==> config.mk <==
export PLATFORM = sky130hd
export DESIGN_NAME = ipdc_top
export DESIGN_NICKNAME = d
export VERILOG_FILES = /design/src/design/ipdc_top.v /design/src/design/ipdc_port_drive.v
export VERILOG_INCLUDE_DIRS = /design/src /design/src/design
export SDC_FILE = /design/constraint.sdc
export NUM_CORES = 1
export LEC_CHECK = 0
export BUFFER_PORTS_ARGS = -buffer_cell sky130_fd_sc_hd__clkbuf_2
export CAP_MARGIN = 10
export CORE_ASPECT_RATIO = 1.25
export CORE_MARGIN = 3
export CORE_UTILIZATION = 44
export CTS_CLUSTER_SIZE = 30
export DETAILED_ROUTE_END_ITERATION = 10
export PLACE_DENSITY_LB_ADDON = 0.05
export SLEW_MARGIN = 20
export SYNTH_ARGS = -nofsm -noshare
export SYNTH_HDL_FRONTEND = slang
export SYNTH_HIERARCHICAL = 1
export SYNTH_SLANG_ARGS = --single-unit
==> constraint.sdc <==
create_clock -name clk_in -period 4.29 [get_ports clk_in]
set_input_delay 0.429 -clock clk_in [delete_from_list [all_inputs] [get_ports clk_in]]
set_output_delay 0.429 -clock clk_in [all_outputs]
set_load 0.005 [all_outputs]
==> src/design/ipdc_consts.vh <==
`ifndef IPDC_CONSTS_VH
`define IPDC_CONSTS_VH

// ****************************************************************
// power mode control register
// ****************************************************************
`define IPDC_PMC_ADDR 8'h87
`define IPDC_PMC_RESET 8'h00
`define IPDC_BIT_BAUD_DOUBLE 7
`define IPDC_BIT_USER_FLAG_HI 3
`define IPDC_BIT_USER_FLAG_LO 2
`define IPDC_BIT_POWERDOWN 1
`define IPDC_BIT_IDLE 0
`define IPDC_RSVD_READ 3'h0

// ****************************************************************
// timing
// ****************************************************************
`define IPDC_OSC_PER_MACHINE_CYCLE 12
`define IPDC_RESET_MACHINE_CYCLES 2
`define IPDC_RESET_HOLD_CYCLES (`IPDC_OSC_PER_MACHINE_CYCLE * `IPDC_RESET_MACHINE_CYCLES)
`define IPDC_RST_CNT_W 5
`define IPDC_STRONG_PULLUP_PERIODS 2

`endif

==> src/design/ipdc_top.v <==
// Overview of operation
// - power-down stops the oscillator so no block gets any clock
// - idle gates only the cpu clock; interrupts, serial and timers keep running
// - control register sits at 87h and accepts byte access only
// - bit 7 doubles serial baud rate; bits 6 to 4 reserved
// - bits 3 and 2 are plain user flags without hardware effect
// - writing one to bit 1 starts power-down
// - writing one to bit 0 starts idle
// - both bits written together enter power-down, not idle
// - register reads zero in all defined bits after reset
// - idle-setting write is last instruction; cpu state is held during idle
// - an enabled interrupt clears idle bit and ends idle
// - hardware reset ends idle; it must be held 24 oscillator periods
// - power-down write is last instruction; registers and ram keep contents
// - hardware reset leaves power-down and restores register reset values
// - idle drives both strobes high; port states follow program memory source
// - power-down drives both strobes low; port two shows its latch
// - fully static logic tolerates clock slowed to zero
// - port latch zero turns pull-ups off and pull-down on
// - latch rise enables strong pull-up exactly two periods, then keeper holds; in power-down port two keeps latch ones on the strong pull-up throughout
// - port two address ones keep strong pull-up for whole access
`timescale 1ns/100ps
`default_nettype none

`include "ipdc_consts.vh"

module ipdc_top (
  // clock and reset
  input wire clk_in,
  input wire rstn_in,
  // hardware reset pin, active high
  input wire rst_pin_in,
  // special function register access from the core
  input wire [7:0] sfr_addr_in,
  input wire sfr_wr_in,
  input wire sfr_rd_in,
  input wire sfr_bit_op_in,
  input wire [7:0] sfr_wdata_in,
  output reg [7:0] sfr_rdata_out,
  output reg sfr_hit_out,
  // interrupt system
  input wire irq_enabled_pending_in,
  // program memory source, high when fetching externally
  input wire ext_prog_in,
  // strobes from the core
  input wire ale_core_in,
  input wire program_fetch_strobe_core_in,
  // port latches and address from the core
  input wire [7:0] p0_latch_in,
  input wire [7:0] p0_bus_in,
  input wire p0_bus_mode_in,
  input wire [7:0] p1_latch_in,
  input wire [7:0] port_two_latch_in,
  input wire [7:0] p2_addr_in,
  input wire p2_addr_mode_in,
  input wire [7:0] p3_latch_in,
  // clock gating
  output reg osc_run_out,
  output reg cpu_clk_en_out,
  output reg periph_clk_en_out,
  // mode status
  output reg idle_active_out,
  output reg powerdown_active_out,
  output reg baud_double_out,
  output reg internal_reset_out,
  // strobe pins
  output reg ale_out,
  output reg program_fetch_strobe_out,
  // port 0 open-drain pins
  output reg [7:0] p0_data_out,
  output reg [7:0] p0_oe_out,
  // ports 1 to 3 pin transistors
  output wire [7:0] p1_pull_down_out,
  output wire [7:0] p1_strong_pullup_out,
  output wire [7:0] p1_weak_keeper_out,
  output wire [7:0] p2_pull_down_out,
  output wire [7:0] p2_strong_pullup_out,
  output wire [7:0] p2_weak_keeper_out,
  output wire [7:0] p3_pull_down_out,
  output wire [7:0] p3_strong_pullup_out,
  output wire [7:0] p3_weak_keeper_out
);

  // ****************************************************************
  // reset release and pin synchronisers
  // ****************************************************************
  reg [1:0] rst_sync;
  wire rst_n;
  reg [1:0] rst_pin_sync;
  reg [1:0] irq_sync;
  reg [1:0] ext_sync;
  wire rst_pin_s;
  wire irq_s;
  wire ext_s;

  always @(posedge clk_in or negedge rstn_in) begin
    if (!rstn_in) begin
      rst_sync <= 2'h0;
    end else begin
      rst_sync <= {rst_sync[0], 1'b1};
    end
  end

  assign rst_n = rst_sync[1];

  always @(posedge clk_in or negedge rst_n) begin
    if (!rst_n) begin
      rst_pin_sync <= 2'h0;
      irq_sync <= 2'h0;
      ext_sync <= 2'h0;
    end else begin
      rst_pin_sync <= {rst_pin_sync[0], rst_pin_in};
      irq_sync <= {irq_sync[0], irq_enabled_pending_in};
      ext_sync <= {ext_sync[0], ext_prog_in};
    end
  end

  assign rst_pin_s = rst_pin_sync[1];
  assign irq_s = irq_sync[1];
  assign ext_s = ext_sync[1];

  // ****************************************************************
  // hardware reset pin qualification
  // ****************************************************************
  reg [`IPDC_RST_CNT_W-1:0] rst_cnt;
  reg hw_reset;
  wire rst_cnt_done;

  assign rst_cnt_done = (rst_cnt == (`IPDC_RESET_HOLD_CYCLES - 1));

  always @(posedge clk_in or negedge rst_n) begin
    if (!rst_n) begin
      rst_cnt <= {`IPDC_RST_CNT_W{1'b0}};
      hw_reset <= 1'b0;
    end else begin
      if (!rst_pin_s) begin
        rst_cnt <= {`IPDC_RST_CNT_W{1'b0}};
        hw_reset <= 1'b0;
      end else if (rst_cnt_done) begin
        hw_reset <= 1'b1;
      end else begin
        rst_cnt <= rst_cnt + 1'b1;
      end
    end
  end

  // ****************************************************************
  // power mode control register
  // ****************************************************************
  reg baud_double;
  reg user_flag_hi;
  reg user_flag_lo;
  reg powerdown_request;
  reg idle_request;
  wire pmc_sel;
  wire pmc_wr;
  wire wr_pd;
  wire wr_idle;

  function sel_pmc;
    input [7:0] addr;
    input bit_op;
    begin
      sel_pmc = (addr == `IPDC_PMC_ADDR) && !bit_op;
    end
  endfunction

  assign pmc_sel = sel_pmc(sfr_addr_in, sfr_bit_op_in);
  assign pmc_wr = sfr_wr_in && pmc_sel;
  assign wr_pd = pmc_wr && sfr_wdata_in[`IPDC_BIT_POWERDOWN];
  assign wr_idle = pmc_wr && sfr_wdata_in[`IPDC_BIT_IDLE] && !wr_pd;

  // register bits hold their values in both modes; the fabric is static
  always @(posedge clk_in or negedge rst_n) begin
    if (!rst_n) begin
      baud_double <= 1'b0;
      user_flag_hi <= 1'b0;
      user_flag_lo <= 1'b0;
      powerdown_request <= 1'b0;
      idle_request <= 1'b0;
    end else if (hw_reset) begin
      baud_double <= 1'b0;
      user_flag_hi <= 1'b0;
      user_flag_lo <= 1'b0;
      powerdown_request <= 1'b0;
      idle_request <= 1'b0;
    end else begin
      if (pmc_wr) begin
        baud_double <= sfr_wdata_in[`IPDC_BIT_BAUD_DOUBLE];
        user_flag_hi <= sfr_wdata_in[`IPDC_BIT_USER_FLAG_HI];
        user_flag_lo <= sfr_wdata_in[`IPDC_BIT_USER_FLAG_LO];
      end
      if (wr_pd) begin
        powerdown_request <= 1'b1;
      end
      // a fresh idle write wins over a same-cycle interrupt clear
      if (wr_idle) begin
        idle_request <= 1'b1;
      end else if (irq_s) begin
        idle_request <= 1'b0;
      end
    end
  end

  // ****************************************************************
  // register read port
  // ****************************************************************
  always @(posedge clk_in or negedge rst_n) begin
    if (!rst_n) begin
      sfr_rdata_out <= 8'h00;
      sfr_hit_out <= 1'b0;
    end else begin
      sfr_hit_out <= (sfr_rd_in || sfr_wr_in) && pmc_sel;
      if (sfr_rd_in && pmc_sel) begin
        sfr_rdata_out <= {baud_double, `IPDC_RSVD_READ, user_flag_hi, user_flag_lo,
                          powerdown_request, idle_request};
      end else begin
        sfr_rdata_out <= 8'h00;
      end
    end
  end

  // ****************************************************************
  // clock gating and mode status
  // ****************************************************************
  wire pd_now;
  wire idle_now;

  // the reset pin restarts the oscillator at once, ahead of qualification
  assign pd_now = powerdown_request && !rst_pin_s;
  assign idle_now = idle_request && !pd_now;

  always @(posedge clk_in or negedge rst_n) begin
    if (!rst_n) begin
      osc_run_out <= 1'b1;
      cpu_clk_en_out <= 1'b1;
      periph_clk_en_out <= 1'b1;
      idle_active_out <= 1'b0;
      powerdown_active_out <= 1'b0;
      baud_double_out <= 1'b0;
      internal_reset_out <= 1'b1;
    end else begin
      osc_run_out <= !pd_now;
      periph_clk_en_out <= !pd_now;
      // cpu stops right after the mode-setting write retires
      cpu_clk_en_out <= !(pd_now || idle_now || wr_pd || wr_idle);
      idle_active_out <= idle_now;
      powerdown_active_out <= pd_now;
      baud_double_out <= baud_double;
      internal_reset_out <= hw_reset;
    end
  end

  // ****************************************************************
  // strobe pins
  // ****************************************************************
  always @(posedge clk_in or negedge rst_n) begin
    if (!rst_n) begin
      ale_out <= 1'b1;
      program_fetch_strobe_out <= 1'b1;
    end else if (pd_now) begin
      ale_out <= 1'b0;
      program_fetch_strobe_out <= 1'b0;
    end else if (idle_now) begin
      ale_out <= 1'b1;
      program_fetch_strobe_out <= 1'b1;
    end else begin
      ale_out <= ale_core_in;
      program_fetch_strobe_out <= program_fetch_strobe_core_in;
    end
  end

  // ****************************************************************
  // port 0 open drain
  // ****************************************************************
  wire low_power;

  assign low_power = pd_now || idle_now;

  always @(posedge clk_in or negedge rst_n) begin
    if (!rst_n) begin
      p0_data_out <= 8'h00;
      p0_oe_out <= 8'h00;
    end else if (low_power && ext_s) begin
      p0_data_out <= 8'h00;
      p0_oe_out <= 8'h00;
    end else if (p0_bus_mode_in && !low_power) begin
      p0_data_out <= p0_bus_in;
      p0_oe_out <= 8'hff;
    end else begin
      p0_data_out <= 8'h00;
      p0_oe_out <= ~p0_latch_in;
    end
  end

  // ****************************************************************
  // ports 1 to 3
  // ****************************************************************
  wire p2_use_addr;
  wire p2_strong_hold;
  wire [7:0] p2_level;
  wire [7:0] p1_level;
  wire [7:0] p3_level;

  // idle keeps the external address; power-down falls back to the latch
  assign p2_use_addr = pd_now ? 1'b0 : (idle_now ? ext_s : p2_addr_mode_in);
  // power-down keeps latch ones on the strong pull-up, not just the keeper
  assign p2_strong_hold = p2_use_addr || pd_now;
  assign p2_level = hw_reset ? 8'hff : (p2_use_addr ? p2_addr_in : port_two_latch_in);
  assign p1_level = hw_reset ? 8'hff : p1_latch_in;
  assign p3_level = hw_reset ? 8'hff : p3_latch_in;

  ipdc_port_drive u_port1 (
    .clk_in(clk_in),
    .rst_n_in(rst_n),
    .level_in(p1_level),
    .addr_mode_in(1'b0),
    .pull_down_out(p1_pull_down_out),
    .strong_pullup_out(p1_strong_pullup_out),
    .weak_keeper_out(p1_weak_keeper_out)
  );

  ipdc_port_drive u_port2 (
    .clk_in(clk_in),
    .rst_n_in(rst_n),
    .level_in(p2_level),
    .addr_mode_in(p2_strong_hold),
    .pull_down_out(p2_pull_down_out),
    .strong_pullup_out(p2_strong_pullup_out),
    .weak_keeper_out(p2_weak_keeper_out)
  );

  ipdc_port_drive u_port3 (
    .clk_in(clk_in),
    .rst_n_in(rst_n),
    .level_in(p3_level),
    .addr_mode_in(1'b0),
    .pull_down_out(p3_pull_down_out),
    .strong_pullup_out(p3_strong_pullup_out),
    .weak_keeper_out(p3_weak_keeper_out)
  );

  // all state is in edge flops with no refresh or timeout, so the clock
  // may stop or single-step at any point

endmodule // ipdc_top

`default_nettype wire

==> src/design/ipdc_port_drive.v <==
`timescale 1ns/100ps
`default_nettype none

`include "ipdc_consts.vh"

// ****************************************************************
// quasi-bidirectional port driver, one byte
// ****************************************************************
module ipdc_port_drive (
  // clock and reset
  input wire clk_in,
  input wire rst_n_in,
  // port level and address mode
  input wire [7:0] level_in,
  input wire addr_mode_in,
  // pin transistors
  output reg [7:0] pull_down_out,
  output reg [7:0] strong_pullup_out,
  output reg [7:0] weak_keeper_out
);

  reg [7:0] prev_level;
  reg [7:0] pullup_first;
  wire [7:0] rise;

  assign rise = level_in & ~prev_level;

  always @(posedge clk_in or negedge rst_n_in) begin
    if (!rst_n_in) begin
      prev_level <= 8'hff;
      pullup_first <= 8'h00;
      pull_down_out <= 8'h00;
      strong_pullup_out <= 8'h00;
      weak_keeper_out <= 8'hff;
    end else begin
      prev_level <= level_in;
      // strong pullup held for two oscillator periods after a rise
      pullup_first <= addr_mode_in ? 8'h00 : rise;
      pull_down_out <= ~level_in;
      if (addr_mode_in) begin
        strong_pullup_out <= level_in;
      end else begin
        strong_pullup_out <= rise | (pullup_first & level_in);
      end
      weak_keeper_out <= level_in;
    end
  end

endmodule // ipdc_port_drive

`default_nettype wire

# ---- After elaboration in Yosys (flattened, before gate mapping)
# Index checks and enable logic that the tools add are counted.
dict set report totals {
  regBits 148
  latch_bits 0
  ramBits 0
  rom_bits 0
  in_bits 76
  output_inout_bits 106
  wordCells 113
  n_memories 0
}
dict set report op_classes {
  add_sub_neg 1
  multipliers 0
  div 0
  n_lt_le_gt_ge 0
  n_eq_ne 4
  n_shift 0
  muxes 32
  bitwise_logic 16
  n_reduce_logical 25
}
# op count
set ops {}
lappend ops {{$mux W8} 11}
lappend ops {{$not A8 Y8} 7}
lappend ops {{$and A8 B8 Y8} 6}
lappend ops {{$or A8 B8 Y8} 3}
lappend ops {{$mux W1} 19}
lappend ops {{$logic_and A1 B1 Y1} 11}
lappend ops {{$mux W5} 2}
lappend ops {{$eq A8 B8 Y1 const B} 1}
lappend ops {{$logic_not A1 Y1} 6}
lappend ops {{$add A5 B1 Y5 const B} 1}
lappend ops {{$eq A5 B5 Y1 const B} 1}
lappend ops {{$logic_or A1 B1 Y1} 5}
lappend ops {{$reduce_bool A2 Y1} 2}
lappend ops {{$reduce_bool A3 Y1} 1}
lappend ops {{$ne A2 B1 Y1 const B} 1}
lappend ops {{$ne A2 B2 Y1 const B} 1}

# ---- Logic depth before layout (Yosys ltp)
dict set report depth {
  depth_word 11
  depth_mapped 7
  ltp_nobuf 5
}

# ---- Modules after synthesis
# The synthesis kept the hierarchy.
# module n_inst cells_each area_each_um2 seq_area_each_um2
set modules_own_cells {}
lappend modules_own_cells {{ipdc_port_drive (u_port2 ...)} 2 66 1008.5 810.8}
lappend modules_own_cells {ipdc_top 1 166 2009.4 1232.4}
lappend modules_own_cells {{ipdc_port_drive (u_port1)} 1 66 1051.0 810.8}

# ---- Worst setup path after synthesis
# Ideal clock, no wire load.
dict set report synth_timing {
  path_type {register to register}
  from {register idle_request}
  to {register u_port2.strong_pullup_out[5]}
  arrival_time_ns 1.346
  required_ns 4.172
  path_slack_ns 2.825
  stages_incl_launch_ff 7
  cell_sequence {dfrtp_1 mux2_4 nand2b_1 buf_6 buf_6 nor3b_2 nor2_1}
}
dict set report synth_via {
  word_cells_on_any_way 10
}
# element line_no
set synth_lines {}
lappend synth_lines {{start, declared} ipdc_top.v:154} ;# reg idle_request;
lappend synth_lines {{start signal, assigned} ipdc_top.v:180} ;# idle_request <= 1'b0;
lappend synth_lines {{start signal, assigned} ipdc_top.v:186} ;# idle_request <= 1'b0;
lappend synth_lines {{start signal, assigned} ipdc_top.v:198} ;# idle_request <= 1'b1;
lappend synth_lines {{$logic_and A1 B1 Y1} ipdc_top.v:231} ;# assign idle_now = idle_request && !pd_now;
lappend synth_lines {{$mux W1 (2 in series)} ipdc_top.v:306} ;# assign p2_use_addr = pd_now ? 1'b0 : (idle_now ? ext_s : p2_addr_mode_in);
lappend synth_lines {{$logic_or A1 B1 Y1} ipdc_top.v:308} ;# assign p2_strong_hold = p2_use_addr || pd_now;
lappend synth_lines {{net p2_strong_hold} ipdc_top.v:300} ;# wire p2_strong_hold;
lappend synth_lines {{$mux W8} ipdc_port_drive.v:40} ;# if (addr_mode_in) begin
lappend synth_lines {{end signal, assigned} ipdc_port_drive.v:41} ;# strong_pullup_out <= level_in;
lappend synth_lines {{end signal, assigned} ipdc_port_drive.v:43} ;# strong_pullup_out <= rise | (pullup_first & level_in);
lappend synth_lines {{end, declared} ipdc_port_drive.v:18} ;# output reg [7:0] strong_pullup_out,
# The timed path passes the listed nets, and every way through them passes these cells.
# A chain may end at the register's enable or synchronous reset.

# ---- Final worst setup path
dict set report layout_timing {
  from {register idle_request}
  to {register u_port2.strong_pullup_out[2]}
}
# Same word-level chain as after synthesis.

==> summary.md <==
| Metric | Value |
|---|---|
| Startpoint Class | flip-flop |
| Max cap viols | 0 |
| Delay-heaviest family, CP | simple AND/OR/NAND/NOR gates |
| HP Start | irq_enabled_pending_in |
| DR WL/cell | between 10 and 15 µm |
| Layout cells sized above 1 | 48.6% |
| Synth Register Bits | 145 |
| Final worst path period share | a little over two fifths |
| Setup WS post-layout | around 2500 ps |
| Initial antenna violation count | 0 |
| CTS Buffer Depth | 2 |
| Peak per-stage delay on the critical path | 480 ps |
| Overall Global Routing Usage | around 17% |
| Final-report hold violation count | 0 |
| Worst Path Required | between 4000 and 5000 ps |
| Largest net degree at the start of global routing | just under 90 |
| VDD IR max | about 0.34 mV |
| Layout Skew | ~8.0 ps |
| Syn. warnings | 6 |
| CTS H-tree depth | 4 |
| CTS resizes | 0 |
| First-pass GRT wire length | roughly 17 mm |
| Worst-Margin Slew | roughly 700 ps |
| Max-slew violations | 0 |
| Post-synth ARST share | 100% |
| Core area | 11200 µm² |
| Synth-to-layout area growth | 32.0% |
| Vias/cell | 4.67 |
| CTS tree | yes |
| Pwr/cell area | a little under 500 nW/µm² |
| Crit. End Element | flip-flop |
| Port-buffer cells | approximately 180 |
| Design area | ~6700 µm² |
| Via count | 3266 |
| Sequential power share | 46.1% |
| Data arrival, critical path | around 2100 ps |
| Pre-CTS WS | around 2500 ps |
| Main synth FF type | dfrtp_1 |
| FILL cells | 940 |
| EDFF count, synth | 0 |
| Clock insertion delay at the later pin of the skew report | about 400 ps |
| Outcome | complete, no violations |
| Combinational power share | approximately 6.7% |
| TritonRoute pass-1 iters | 4 |
| Worst-path clk slew | about 60 ps |
| Worst rel slew slack | between 50 and 60% |
| Clock sink count | around 150 |
| Post-Route WL | between 10 and 15 mm |
| Min-Delay Path Class | in -> reg |
| Most frequent cells in the layout | clkbuf_2 (175), dfrtp_1 (114), nor2_1 (30), dfstp_2 (29), inv_1 (26) |
| Critical path class | reg -> reg |
| Pint | between 2 and 3 mW |
| Fin nets | 628 |
| Io pins | ~180 |
| Aggregate global routing overflow | 0 |
| Sequential fraction of the synthesis area | between 70% and 80% |
| Fmax | 546 MHz |
| Max FO, Critical Path | 16 |
| Fin crit period | between 1500 and 2000 ps |
| TritonCTS buffer count | 17 |
| Worst r2r path cells | 4 |
| Initial core utilization | a little under half |
| DRC violations left | 0 |
| Switch share | roughly 21% |
| Synthesized area | about 5100 µm² |
| Worst path buffer plus inverter count | 0 |
| Hpwl dp | between 7 and 8 mm |
| Post-CTS Setup Bufs | 0 |
| Clock Tree Root | clkbuf_16 |
| Number of global-route vias before repair | roughly 3400 |
| Placed cells | around 670 |
| Critical Path Stages | 4 |
| Die H | between 100 and 150 µm |
| Total power | roughly 3.2 mW |
| Mapped Cells | roughly 360 |
| Rows | 43 |
| Syn avg cell area | ~14 µm² |
| Setup crit start | idle_request$_DFFE_PN0P_ |
| ANT nets after route | 0 |
| Initial DRC Count | 60 |
| Number of distinct library cells after synthesis | 48 |
| Hold path depth | 1 |
| Die W | just over 100 µm |
| R2r startpoint | idle_request$_DFFE_PN0P_ |
| Die ar. | 12900 µm² |
| RSZ-0062 raised after global routing | false |
| Ant. Diodes | 0 |
| Clock share of power | between 40% and 50% |
| WHS | around 130 ps |
| Commonest non-fill, non-tap cell in the layout | clkbuf_2 |
| Slowest CP cell | nand2b_1 |
| Layout Cells excl Fill | between 600 and 700 |
| Net load switching power | 0.667 mW |
| Setup TNS | 0 ps |
| Pleak | roughly 3.5 nW |
| CP cell instances | mux2_4 > nand2b_1 > nor3b_1 > nor2_1 |
| Final count of negative-setup-slack endpoints | 0 |
| Placed cell areas | 6040 µm² |
| Layout Utilization | 59.9% |
| GPL Wtd Cong | 0.774 |
cells by family after synthesis:
family | Yosys count | share of synthesized area, %
xor+xnor | 3 | 0.518
simple gates | 141 | 17.6
other cells | 2 | 0.148
flops | 145 | 72.2
fa+ha+maj | 1 | 0.246
compound gates | 26 | 3.80
mux | 5 | 1.08
buf+inv | 41 | 4.41
area by class of cell:
| type | instances | area [µm²] | area share [%] |
|---|---|---|---|
| Inverter | 27 | 101 | 1.51 |
| Sequential cell | 145 | 3670 | 54.8 |
| Multi-Input combinational cell | 182 | 1200 | 18.0 |
| Clock inverter | 9 | 155 | 2.32 |
| Clock buffer | 23 | 468 | 6.98 |
| Tap cell | 135 | 169 | 2.52 |
| Timing Repair Buffer | 178 | 933 | 13.9 |
Yosys cell counts (2+ instances only):
| library cell | number | area share, % |
|---|---|---|
| inv_1 | 26 | 1.9 |
| conb_1 | 2 | 0.15 |
| buf_4 | 4 | 0.59 |
| nor3_1 | 15 | 1.5 |
| o21ai_0 | 9 | 0.89 |
| nor2_1 | 30 | 2.2 |
| nand2b_1 | 2 | 0.25 |
| dfrtp_1 | 116 | 57 |
| clkbuf_1 | 3 | 0.22 |
| and2_1 | 15 | 1.8 |
| nor2_2 | 2 | 0.25 |
| and3_1 | 10 | 1.2 |
| dfstp_2 | 29 | 15 |
| mux2i_1 | 4 | 0.79 |
| a211o_1 | 8 | 1.4 |
| or2_2 | 15 | 1.8 |
| a21oi_2 | 2 | 0.35 |
| xnor2_1 | 2 | 0.35 |
| nor3b_1 | 18 | 2.7 |
| nor3b_2 | 4 | 0.99 |
| nand2_1 | 7 | 0.52 |
| nand3_1 | 3 | 0.30 |
| buf_6 | 5 | 1.1 |
| nor3_2 | 8 | 1.6 |
| nor2b_1 | 2 | 0.25 |
power by group through the flow:
| stage | combinational, mW | sequential, mW | clock (mW) |
|---|---|---|---|
| 3_5_place_dp | 0.205 | 1.52 | 0 |
| 5_1_grt | 0.246 | 1.50 | 1.62 |
| 2_1_floorplan | 0.0892 | 1.53 | 0 |
| 6_report | 0.215 | 1.49 | 1.52 |
| 3_3_place_gp | 0.201 | 1.52 | 0 |
| 4_1_cts | 0.207 | 1.50 | 1.56 |
per-layer routing:
layer	track usage, %	share of wire [%]	up-vias
li1	-	-	1561
met1	20.8	40	1585
met2	27.9	52	105
met3	5.26	6.1	15
met4	6.87	1.6	0
met5	0	0	-
worst paths after layout:
kind | endpoint | slack [ps]
setup / recovery | u_port2/strong_pullup_out[2]$_DFF_PN0_ | 2460
hold / removal | irq_sync[0]$_DFF_PN0_ | 130
setup reg to reg | u_port2/strong_pullup_out[2]$_DFF_PN0_ | 2460
hold reg to reg | u_port2/pullup_first[3]$_DFF_PN0_ | 280
max in group asynchronous | u_port1/prev_level[3]$_DFF_PN1_ | 3010
min in group asynchronous | u_port2/pullup_first[3]$_DFF_PN0_ | 280
timing repair:
item / 4_1_cts / 5_1_grt
hold buffers: 1 / 0
endpoints found under the hold margin: 2 / 0
setup endpoints to repair: 0 / 0
(Power assumes the default switching activity.)
